### src/include/bsf_pkg.sv
// Purpose: Shared constants and carrier types of the buck start-up supervisor
// Assumes: clk_sys at 50 MHz, oscillator at its 200 kHz default
// Notes:   All timing is derived here from times in their own units

package bsf_pkg;

  // ==========================================================
  // Timing
  localparam int SYS_PERIOD_NS = 20;
  localparam int OSC_PERIOD_NS = 5000;
  localparam int OSC_DIV = OSC_PERIOD_NS / SYS_PERIOD_NS;
  // Phase-lock realign delay, a least time
  localparam int SYNC_DELAY_NS = 200;
  localparam int SYNC_DELAY = (SYNC_DELAY_NS + SYS_PERIOD_NS - 1) / SYS_PERIOD_NS;
  // Shortest accepted lock period: local frequency plus 40 percent
  localparam int SYNC_MIN_PER = (OSC_DIV * 100 + 139) / 140;
  // Ultrasonic timer, a longest time, so it rounds down
  localparam int ULTRA_NS = 30000;
  localparam int ULTRA_CYC = ULTRA_NS / SYS_PERIOD_NS;
  // Counts in oscillator cycles
  localparam int SS_WAIT_OSC = 16;
  localparam int SS_RAMP_OSC = 1024;
  localparam int UV_EN_PCT = 80;
  localparam int UV_EN_REF = SS_RAMP_OSC * UV_EN_PCT / 100;
  localparam int PG_DLY_OSC = 3;
  localparam int UV_RETRY_OSC = 64;
  localparam int OC_SLOW_CNT = 4;

  // ==========================================================
  // Register map
  localparam logic [3:0] ADDR_CTRL = 4'h0;
  localparam logic [3:0] ADDR_STATUS = 4'h4;
  localparam logic [3:0] ADDR_REF = 4'h8;
  localparam int CTRL_SYNC_BIT = 0;
  localparam int CTRL_DCM_BIT = 1;
  localparam logic [1:0] CTRL_RST = 2'h3;
  localparam int STAT_ST_LSB = 0;
  localparam int STAT_FLT_LSB = 3;
  localparam int STAT_PG_BIT = 8;
  localparam int STAT_LK_BIT = 9;
  localparam logic [1:0] RESP_OKAY = 2'h0;
  localparam logic [1:0] RESP_SLVERR = 2'h2;

  // ==========================================================
  // Types
  typedef enum logic [2:0] {
    ST_OFF = 3'h0,
    ST_WAIT = 3'h1,
    ST_RAMP = 3'h2,
    ST_PGDLY = 3'h3,
    ST_RUN = 3'h4,
    ST_RETRY = 3'h5
  } bsf_state_e;

  // Comparator flags from the analog front end, all asynchronous
  typedef struct packed {
    logic core_ok;
    logic drv_ok;
    logic en_low;
    logic ov;
    logic below_half;
    logic uv;
    logic win_ok;
    logic pre_ov;
    logic oc_slow;
    logic oc_fast;
    logic zc_neg;
    logic hg_req;
    logic lock_in;
  } bsf_sense_s;

  typedef struct packed {
    logic ov;
    logic bleed;
    logic uv;
    logic ocs;
    logic ocf;
  } bsf_fault_s;

endpackage

### src/rtl/bsf_sync.sv
// Purpose: Two-flop synchroniser for a bundle of asynchronous levels
// Assumes: Each bit is an independent level
// Notes:   The first stage feeds only the second stage
`timescale 1ns/1ps
`default_nettype none

module bsf_sync #(
  parameter int W = 1
) (
  // Clock and reset
  input wire logic clk_sys,
  input wire logic rst_n,
  // Data
  input wire logic [W-1:0] d,
  output logic [W-1:0] q
);

  typedef struct packed {
    logic [W-1:0] s1;
    logic [W-1:0] s2;
  } bsf_sync_s;

  bsf_sync_s r;
  bsf_sync_s n;

  // ==========================================================
  // Stages
  always_comb begin
    n.s1 = d;
    n.s2 = r.s1;
  end

  always_ff @(posedge clk_sys or negedge rst_n) begin
    if (!rst_n) begin
      r <= '0;
    end else begin
      r <= n;
    end
  end

  assign q = r.s2;

endmodule
`default_nettype wire

### src/rtl/bsf_osc.sv
// Purpose: Switching oscillator tick with phase lock to an external edge
// Assumes: lock_in is already synchronised to clk_sys
// Notes:   A lock edge outside the frequency window is not followed
`timescale 1ns/1ps
`default_nettype none

module bsf_osc
  import bsf_pkg::*;
#(
  parameter int DIV = OSC_DIV,
  parameter int DLY = SYNC_DELAY,
  parameter int MINP = SYNC_MIN_PER
) (
  // Clock and reset
  input wire logic clk_sys,
  input wire logic rst_n,
  // Control and lock input
  input wire logic sync_en,
  input wire logic lock_in,
  // Results
  output logic tick,
  output logic locked
);

  localparam int CW = $clog2(DIV);
  localparam int PW = $clog2(DIV + 2);
  localparam int DW = $clog2(DLY + 1);

  typedef struct packed {
    logic [CW-1:0] cnt;
    logic [PW-1:0] per;
    logic [DW-1:0] dcnt;
    logic prev;
    logic pend;
    logic locked;
    logic tick;
  } bsf_osc_s;

  bsf_osc_s r;
  bsf_osc_s n;
  logic fall;
  logic in_rng;

  // ==========================================================
  // Free-running divider, realigned after each in-range falling edge
  always_comb begin
    n = r;
    n.tick = 1'b0;
    n.prev = lock_in;
    fall = r.prev && !lock_in;
    in_rng = (r.per >= PW'(MINP)) && (r.per <= PW'(DIV));
    // Period meter saturates so a stopped input reads out of range
    if (r.per != PW'(DIV + 1)) begin
      n.per = r.per + 1'b1;
    end
    if (r.cnt == CW'(DIV - 1)) begin
      n.cnt = '0;
      n.tick = 1'b1;
    end else begin
      n.cnt = r.cnt + 1'b1;
    end
    if (fall) begin
      n.per = '0;
      n.locked = sync_en && in_rng;
      if (sync_en && in_rng) begin
        n.pend = 1'b1;
        n.dcnt = '0;
      end
    end else if (!sync_en) begin
      n.locked = 1'b0;
    end
    // Fixed delay after the edge, then restart the ramp phase
    if (r.pend && !fall) begin
      if (r.dcnt == DW'(DLY - 1)) begin
        n.pend = 1'b0;
        n.cnt = '0;
        n.tick = 1'b1;
      end else begin
        n.dcnt = r.dcnt + 1'b1;
      end
    end
  end

  always_ff @(posedge clk_sys or negedge rst_n) begin
    if (!rst_n) begin
      r <= '0;
    end else begin
      r <= n;
    end
  end

  assign tick = r.tick;
  assign locked = r.locked;

endmodule
`default_nettype wire

### src/rtl/bsf_top.sv
// Purpose: Start-up sequencing and fault supervision of a buck controller
// Assumes: Comparator flags arrive asynchronously; gate drivers add dead time
// Notes:   Registers over AXI4-Lite: control, status, soft-start reference
// Behaviour
// Enable pin pulled low disables switching
// Start only with both supplies up, enabled
// Wait, then ramp reference over 1024 cycles
// Release output-ok 3 cycles after ramp
// Overvoltage protection always active in soft-start
// Undervoltage ignored below 80 percent reference
// Soft-start undervoltage restarts after fixed delay
// Realign ramp phase after lock falling edge
// Lock input within 0-40 percent above
// Output-ok low in soft-start and faults; the overcurrent latches do not pull it low
// Overvoltage latches, low gate on, then bleed
// Overvoltage cleared only by supply or enable
// Run-time undervoltage latches, both gates off
// Undervoltage cleared only by supply or enable
// Disabled overvoltage guard drives low gate
// Four slow overcurrent cycles latch, gates off
// Fast overcurrent latches at once, gates off
// Overcurrent cleared only by supply or enable
// Zero-current detect turns low gate off
// Ultrasonic timer restarts on every high pulse
// Timer expiry forces low gate on
// Light load interleaves with in-range lock
// Gates never both on; faults override
//
// The implementer's own choices: the register offsets and the AXI4-Lite interface to the registers.
`timescale 1ns/1ps
`default_nettype none

module bsf_top
  import bsf_pkg::*;
#(
  parameter int AW = 4
) (
  // Clock and reset
  input wire logic clk_sys,
  input wire logic rst_n,
  // Analog comparator flags
  input wire bsf_sense_s sense_in,
  // Power stage
  output logic high_gate,
  output logic low_gate,
  output logic bleed_switch,
  output logic [9:0] ss_ref,
  // Open-drain output-ok pin
  output logic output_ok_out,
  output logic output_ok_oe,
  // AXI4-Lite write
  input wire logic [AW-1:0] s_axi_awaddr,
  input wire logic s_axi_awvalid,
  output logic s_axi_awready,
  input wire logic [31:0] s_axi_wdata,
  input wire logic [3:0] s_axi_wstrb,
  input wire logic s_axi_wvalid,
  output logic s_axi_wready,
  output logic [1:0] s_axi_bresp,
  output logic s_axi_bvalid,
  input wire logic s_axi_bready,
  // AXI4-Lite read
  input wire logic [AW-1:0] s_axi_araddr,
  input wire logic s_axi_arvalid,
  output logic s_axi_arready,
  output logic [31:0] s_axi_rdata,
  output logic [1:0] s_axi_rresp,
  output logic s_axi_rvalid,
  input wire logic s_axi_rready
);

  typedef struct packed {
    bsf_state_e st;
    logic [9:0] ref_lvl;
    logic [7:0] dly;
    bsf_fault_s flt;
    logic [1:0] oc_cnt;
    logic [10:0] ut;
    logic ut_exp;
    logic zc_off;
    logic hg;
    logic lg;
    logic hs;
    logic pg_pull;
    logic [1:0] ctrl;
    logic aw_ok;
    logic [AW-1:0] aw_a;
    logic w_ok;
    logic [31:0] w_d;
    logic [3:0] w_s;
    logic bv;
    logic [1:0] bresp;
    logic rv;
    logic [31:0] rd;
    logic [1:0] rresp;
  } bsf_top_s;

  bsf_top_s r;
  bsf_top_s n;
  bsf_sense_s s;
  logic tick;
  logic locked;
  logic armed;
  logic uv_en;
  logic sw_on;
  logic want_h;
  logic want_l;
  logic h;
  logic l;
  logic [1:0] wsel;
  logic [1:0] rsel;

  // ==========================================================
  // Input synchroniser and oscillator
  bsf_sync #(.W($bits(bsf_sense_s))) u_sync (
    .clk_sys(clk_sys),
    .rst_n(rst_n),
    .d(sense_in),
    .q(s)
  );

  bsf_osc u_osc (
    .clk_sys(clk_sys),
    .rst_n(rst_n),
    .sync_en(r.ctrl[CTRL_SYNC_BIT]),
    .lock_in(s.lock_in),
    .tick(tick),
    .locked(locked)
  );

  // ==========================================================
  // Register decode, shared by the read and write paths
  function automatic logic [1:0] reg_sel(input logic [AW-1:0] a);
    logic [3:0] w;
    w = 4'({a[AW-1:2], 2'b00});
    case (w)
      ADDR_CTRL: reg_sel = 2'd0;
      ADDR_STATUS: reg_sel = 2'd1;
      ADDR_REF: reg_sel = 2'd2;
      default: reg_sel = 2'd3;
    endcase
  endfunction

  // ==========================================================
  // Sequencer, protection and bus slave
  always_comb begin
    n = r;
    armed = s.core_ok && !s.en_low;
    uv_en = r.ref_lvl >= 10'(UV_EN_REF);
    sw_on = (r.st == ST_RAMP) || (r.st == ST_PGDLY) || (r.st == ST_RUN);
    wsel = 2'd3;
    rsel = 2'd3;

    // Sequencer; losing core supply or enable clears every latch
    if (!armed) begin
      n.st = ST_OFF;
      n.flt = '0;
      n.oc_cnt = '0;
      n.ref_lvl = '0;
    end else if (!s.drv_ok) begin
      n.st = ST_OFF;
      n.ref_lvl = '0;
    end else begin
      case (r.st)
        ST_OFF: begin
          n.st = ST_WAIT;
          n.dly = '0;
        end
        ST_WAIT: begin
          if (tick) begin
            n.dly = r.dly + 1'b1;
            if (r.dly == 8'(SS_WAIT_OSC - 1)) begin
              n.st = ST_RAMP;
              n.ref_lvl = '0;
            end
          end
        end
        ST_RAMP: begin
          if (uv_en && s.uv) begin
            n.st = ST_RETRY;
            n.dly = '0;
            n.ref_lvl = '0;
          end else if (tick) begin
            if (r.ref_lvl == 10'(SS_RAMP_OSC - 1)) begin
              n.st = ST_PGDLY;
              n.dly = '0;
            end else begin
              n.ref_lvl = r.ref_lvl + 1'b1;
            end
          end
        end
        ST_PGDLY: begin
          if (s.uv) begin
            n.st = ST_RETRY;
            n.dly = '0;
            n.ref_lvl = '0;
          end else if (tick) begin
            n.dly = r.dly + 1'b1;
            if (r.dly == 8'(PG_DLY_OSC - 1)) begin
              n.st = ST_RUN;
            end
          end
        end
        ST_RUN: begin
          if (s.uv) begin
            n.flt.uv = 1'b1;
          end
        end
        ST_RETRY: begin
          if (tick) begin
            n.dly = r.dly + 1'b1;
            if (r.dly == 8'(UV_RETRY_OSC - 1)) begin
              n.st = ST_WAIT;
              n.dly = '0;
            end
          end
        end
        default: begin
          n.st = ST_OFF;
        end
      endcase
    end

    // Protection latches, independent of ramp progress
    if (armed) begin
      if (s.ov) begin
        n.flt.ov = 1'b1;
      end
      if (r.flt.ov && s.below_half) begin
        n.flt.bleed = 1'b1;
      end
      if (s.oc_fast) begin
        n.flt.ocf = 1'b1;
      end
      // Slow trip counts whole switching cycles, fast level excluded
      if (tick) begin
        if (s.oc_slow && !s.oc_fast) begin
          if (r.oc_cnt == 2'(OC_SLOW_CNT - 1)) begin
            n.flt.ocs = 1'b1;
          end else begin
            n.oc_cnt = r.oc_cnt + 1'b1;
          end
        end else begin
          n.oc_cnt = '0;
        end
      end
    end

    // Ultrasonic timer runs while the high gate is off
    if (r.hg) begin
      n.ut = '0;
      n.ut_exp = 1'b0;
      n.zc_off = 1'b0;
    end else begin
      if (r.ut == 11'(ULTRA_CYC - 1)) begin
        n.ut_exp = 1'b1;
      end else if (!r.ut_exp) begin
        n.ut = r.ut + 1'b1;
      end
      if (r.lg && s.zc_neg && r.ctrl[CTRL_DCM_BIT]) begin
        n.zc_off = 1'b1;
      end
    end

    // Normal switching: a pulse starts only on an oscillator tick
    want_h = sw_on && s.hg_req && (r.hg || tick || r.hs);
    want_l = sw_on && !want_h && (!n.zc_off || n.ut_exp);

    // Fault overrides win over the switching request
    if (!armed) begin
      want_h = 1'b0;
      want_l = s.core_ok && s.drv_ok && s.pre_ov;
    end else if (!s.drv_ok || n.flt.uv || n.flt.ocs || n.flt.ocf) begin
      want_h = 1'b0;
      want_l = 1'b0;
    end else if (n.flt.ov) begin
      want_h = 1'b0;
      want_l = !n.flt.bleed;
    end

    // One dead cycle on every hand-over between gates
    h = want_h && !r.lg;
    l = want_l && !h && !r.hg;
    n.hg = h;
    n.lg = l;
    n.hs = want_h && !h; // Tick start waits out the dead cycle
    n.pg_pull = (n.st != ST_RUN) || n.flt.ov || n.flt.uv || !s.win_ok;

    // Write channel: address and data taken in either order
    if (s_axi_awvalid && !r.aw_ok && !r.bv) begin
      n.aw_ok = 1'b1;
      n.aw_a = s_axi_awaddr;
    end
    if (s_axi_wvalid && !r.w_ok && !r.bv) begin
      n.w_ok = 1'b1;
      n.w_d = s_axi_wdata;
      n.w_s = s_axi_wstrb;
    end
    if (n.aw_ok && n.w_ok && !r.bv) begin
      wsel = reg_sel(n.aw_a);
      n.aw_ok = 1'b0;
      n.w_ok = 1'b0;
      n.bv = 1'b1;
      n.bresp = (wsel == 2'd3) ? RESP_SLVERR : RESP_OKAY;
      if (wsel == 2'd0 && n.w_s[0]) begin
        n.ctrl = n.w_d[1:0];
      end
    end else if (r.bv && s_axi_bready) begin
      n.bv = 1'b0;
    end

    // Read channel: data the cycle after the address
    if (s_axi_arvalid && !r.rv) begin
      rsel = reg_sel(s_axi_araddr);
      n.rv = 1'b1;
      n.rd = '0;
      n.rresp = RESP_OKAY;
      case (rsel)
        2'd0: n.rd[1:0] = r.ctrl;
        2'd1: begin
          n.rd[STAT_ST_LSB +: 3] = r.st;
          n.rd[STAT_FLT_LSB +: 5] = r.flt;
          n.rd[STAT_PG_BIT] = !r.pg_pull;
          n.rd[STAT_LK_BIT] = locked;
        end
        2'd2: n.rd[9:0] = r.ref_lvl;
        default: n.rresp = RESP_SLVERR;
      endcase
    end else if (r.rv && s_axi_rready) begin
      n.rv = 1'b0;
    end
  end

  // State register, pulls output-ok low from reset
  always_ff @(posedge clk_sys or negedge rst_n) begin
    if (!rst_n) begin
      r <= '0;
      r.st <= ST_OFF;
      r.pg_pull <= 1'b1;
      r.ctrl <= CTRL_RST;
    end else begin
      r <= n;
    end
  end

  // ==========================================================
  // Outputs
  assign high_gate = r.hg;
  assign low_gate = r.lg;
  assign bleed_switch = r.flt.bleed;
  assign ss_ref = r.ref_lvl;
  assign output_ok_out = 1'b0;
  assign output_ok_oe = r.pg_pull;
  assign s_axi_awready = !r.aw_ok && !r.bv;
  assign s_axi_wready = !r.w_ok && !r.bv;
  assign s_axi_bvalid = r.bv;
  assign s_axi_bresp = r.bresp;
  assign s_axi_arready = !r.rv;
  assign s_axi_rvalid = r.rv;
  assign s_axi_rdata = r.rd;
  assign s_axi_rresp = r.rresp;
endmodule
`default_nettype wire

### config.mk
export PLATFORM = sky130hd
export DESIGN_NAME = bsf_top
export DESIGN_NICKNAME = d
export VERILOG_FILES = /design/src/include/bsf_pkg.sv /design/src/rtl/bsf_sync.sv /design/src/rtl/bsf_osc.sv /design/src/rtl/bsf_top.sv
export SDC_FILE = /design/constraint.sdc
export NUM_CORES = 1
export LEC_CHECK = 0
export ABC_AREA = 0
export BUFFER_PORTS_ARGS = -buffer_cell sky130_fd_sc_hd__buf_4
export CELL_PAD_IN_SITES_DETAIL_PLACEMENT = 0
export CELL_PAD_IN_SITES_GLOBAL_PLACEMENT = 1
export CORE_MARGIN = 5
export CORE_UTILIZATION = 25
export DETAILED_ROUTE_END_ITERATION = 16
export HOLD_SLACK_MARGIN = 0.12
export PLACE_DENSITY_LB_ADDON = 0.1
export SLEW_MARGIN = 40
export SYNTH_ARGS = -nofsm -noshare
export SYNTH_HDL_FRONTEND = slang
export SYNTH_SLANG_ARGS = --single-unit
### constraint.sdc
create_clock -name clk_sys -period 3.46 [get_ports clk_sys]
set_clock_uncertainty 0.2 [all_clocks]
set_input_delay 0.346 -clock clk_sys [delete_from_list [all_inputs] [get_ports clk_sys]]
set_output_delay 0.346 -clock clk_sys [all_outputs]
set_load 0.01 [all_outputs]
==> flow_summary.ini <==
[route]
drc = 0
ant_nets = 0
first_pass_iters = 4
routed_wirelength_mm = 13.8
vias_per_cell = 4.48
avgRoutedWirePerCell_um = 15.2
drt_iter0_drc = 204
vias = 4085

[pwr]
comb_power_share = 0.106
cellPowerDensity_nw_per_um2 = 549
p_leak_nw = 3.18
power.switching_fraction = 0.239
pwr-share-clk = 0.483
worst_ir_drop_vdd_mv = 0.286
p_switching_mw = 0.928
p_seq_frac = 0.411
intPower_mw = 2.96

[cts]
cts.reportedPaths.clkPinSlew_ps = 50
clock_path_buffers = 2
cts.root.buffer_cell = clkbuf_16
insertion_delay_ps = 410
htree_num_levels = 4
clock_sinks = 118
cts_tree = yes
cts_setup_buffers = 0
cts_buffers = 17

[critical_path]
r2r_slack_ps = 870
crit_path_start = ss_ref[0]
rr_endpoint = r[107]
critPathKind = flip-flop to flip-flop
rr_startpoint = ss_ref[0]
timing.critical_path.fanout_max = 11
cp-end-kind = flip-flop
rr_worst_depth = 7
endpoint = r[107]
worst_ep_required_time_ps = 3550
critPathLaunchType = flip-flop
cp.arrival_ps = 2680

[sta]
setup_viol = 0
hold_viol_final = 0
worst_slack_ps = 871
relSlewSlack = 0.568
slew_viol_final = 0
whs_ps = 139
rsz0062_at_grt = no
fin_setup_tns_ps = 0
tightest_slew_ps = 639
period_needed_ps = 2590
post-route-period-util = 0.748
maxClockFrequency_mhz = 386

[global_route]
grt_usage = 0.112
antenna_found_initial = 0
grt-busiest-layer = met2
grt_pass1_vias = 4138
use_met1 = 0.156
grt-ovfl-total = 0
grt_max_degree = 52
gr-usage-met3 = 0.0298
grt_pass1_wl_mm = 22.8
grtUsageMet2 = 0.165

[synthesis]
synth_most_common_cell = dfrtp_1
synthFlopType = dfrtp_1
yosys_warnings = 0
synth_top_area_frac = 0.506
synth.cell_area_sq_um = 5690
async_flop_share = 1.00
synth_cells = 545
avgSynthCellArea_sq_um = 10.4
yosysSeqAreaShare = 0.520
ys_top_cells_by_area = dfrtp_1, buf_4, nor2_1, ha_1, nand2_1
synth_edf_count = 0
synth_cell_type_count = 68
synth_area_leader_cell = dfrtp_1
ys_seq_elements = 118
synth_common_cells = dfrtp_1, nor2_1, buf_4

[die]
start_util = 0.253
dieWidth_um = 161
row_count = 55
die-area_sq_um = 25900
ios = 120
fp.dieH_um = 161
core_area_sq_um = 22500

[final_layout]
syn_to_final_growth_pct = 24.3
drive_above_1_share = 0.184
layout.nets = 692
final_area_sq_um = 7070
antenna_cells = 0
fill_cells = 2340

[placement]
dpl_cell_area_sq_um = 6190
port-buffer-count = 57
place_congestion = 0.759
dp_hpwl_mm = 9.82
post-place-ws_ps = 856

[min_path]
hold_class = input pin to async pin

[flow_run]
cap_viol_max_count = 0

[outcome]
status = complete, no violations
[through the flow]
| step | utilization | std cells | power [mW] |
|---|---|---|---|
| 3_5_place_dp | 0.275 | 855 | 2.01 |
| 4_1_cts | 0.313 | 910 | 3.97 |
| 5_1_grt | 0.314 | 911 | 4.10 |
| 2_1_floorplan | - | 569 | 1.85 |
| 6_report | 0.314 | 911 | 3.88 |
| 3_3_place_gp | 0.275 | 855 | 2.00 |
[per-layer routing]
metal / routed length, um / vias up
met5: 0 / -
met3: 608 / 12
met2: 6040 / 89
met1: 7000 / 1997
met4: 202 / 0
li1: - / 1987
[flip-flops by register name (all words and copies together) (netlist names)]
| name | count |
|---|---|
| high_gate | 1 |
| u_osc.locked | 1 |
| u_sync.n | 13 |
| output_ok_oe | 1 |
| s_axi_bresp | 1 |
| bleed_switch | 1 |
| low_gate | 1 |
| s_axi_rvalid | 1 |
| s_axi_bvalid | 1 |
| u_osc.r | 22 |
| u_osc.tick | 1 |
| ss_ref | 10 |
| s_axi_rresp | 1 |
| r | 40 |
| s_axi_rdata | 10 |
| u_sync.q | 13 |
[area by class of cell]
cell class              instances  area, sq um  area share
repair buffers                 85          721       0.102
well taps                     285          357      0.0504
multi-input cells             372         2340       0.331
clock buffers                  23          478      0.0676
flip-flops and latches        118         2960       0.418
inverters                      19         71.3      0.0101
clock inverters                 9          150      0.0212
[power by group through the flow]
| stage | Clock, mW | Combinational (mW) | Sequential [mW] |
|---|---|---|---|
| floorplan | 0 | 0.269 | 1.58 |
| global placement | 0 | 0.381 | 1.62 |
| detailed placement | 0 | 0.385 | 1.63 |
| CTS | 1.95 | 0.417 | 1.60 |
| global route | 2.01 | 0.471 | 1.62 |
| finish | 1.88 | 0.410 | 1.60 |
[worst min-delay path by stage]
| stage | from | to | cells past startpoint |
|---|---|---|---|
| 6_report | rst_n | u_osc.r[12] | 2 |
| 5_1_grt | rst_n | u_osc.r[16] | 2 |
| 4_1_cts | s_axi_araddr[3] | s_axi_rdata[1] | 3 |
| 3_5_place_dp | u_sync.n[7] | u_sync.q[7] | 0 |
| 3_3_place_gp | u_sync.n[0] | u_sync.q[0] | 0 |
| 2_1_floorplan | rst_n | bleed_switch | 0 |
[cells in the final DEF, fill, tap and decap left out, types with 10 or more instances in the layout]
master,netlist,routed
xnor2_1,10,10
inv_1,19,19
and3_1,12,12
a21oi_1,13,13
nand3_1,25,25
dlygate4sd3_1,0,23
o21ai_0,20,20
nor2_1,63,63
xor2_1,13,13
buf_4,49,60
nand2_1,42,42
clkbuf_16,0,17
conb_1,1,25
ha_1,15,15
dfrtp_1,115,115
[timing repair]
| action | in CTS | in global routing |
|---|---|---|
| resized for setup | 0 | 0 |
| endpoints found under the hold margin | 73 | 0 |
| hold buffers | 23 | 0 |
[kinds of logic (layout without fill, tap and decap cells)]
family | Yosys count | after routing | share of synthesized area
AOI/OAI and AO/OA | 94 | 94 | 0.119
DFF | 118 | 118 | 0.520
xor gates and xnor gates | 23 | 23 | 0.0354
other | 1 | 25 | 0.000659
adders and majority gates | 15 | 15 | 0.0330
and+or+nand+nor | 202 | 202 | 0.182
muxes | 13 | 13 | 0.0248
buffers and inverters | 79 | 136 | 0.0853
[critical path, cell delays in order, from the launching register on]
cell      delay, ps
dfrtp_1         450
ha_1            280
o311ai_1        250
a21oi_1         100
buf_4           190
a41oi_1         270
a21o_1          370
mux2_1          350
(Power assumes the default switching activity.)
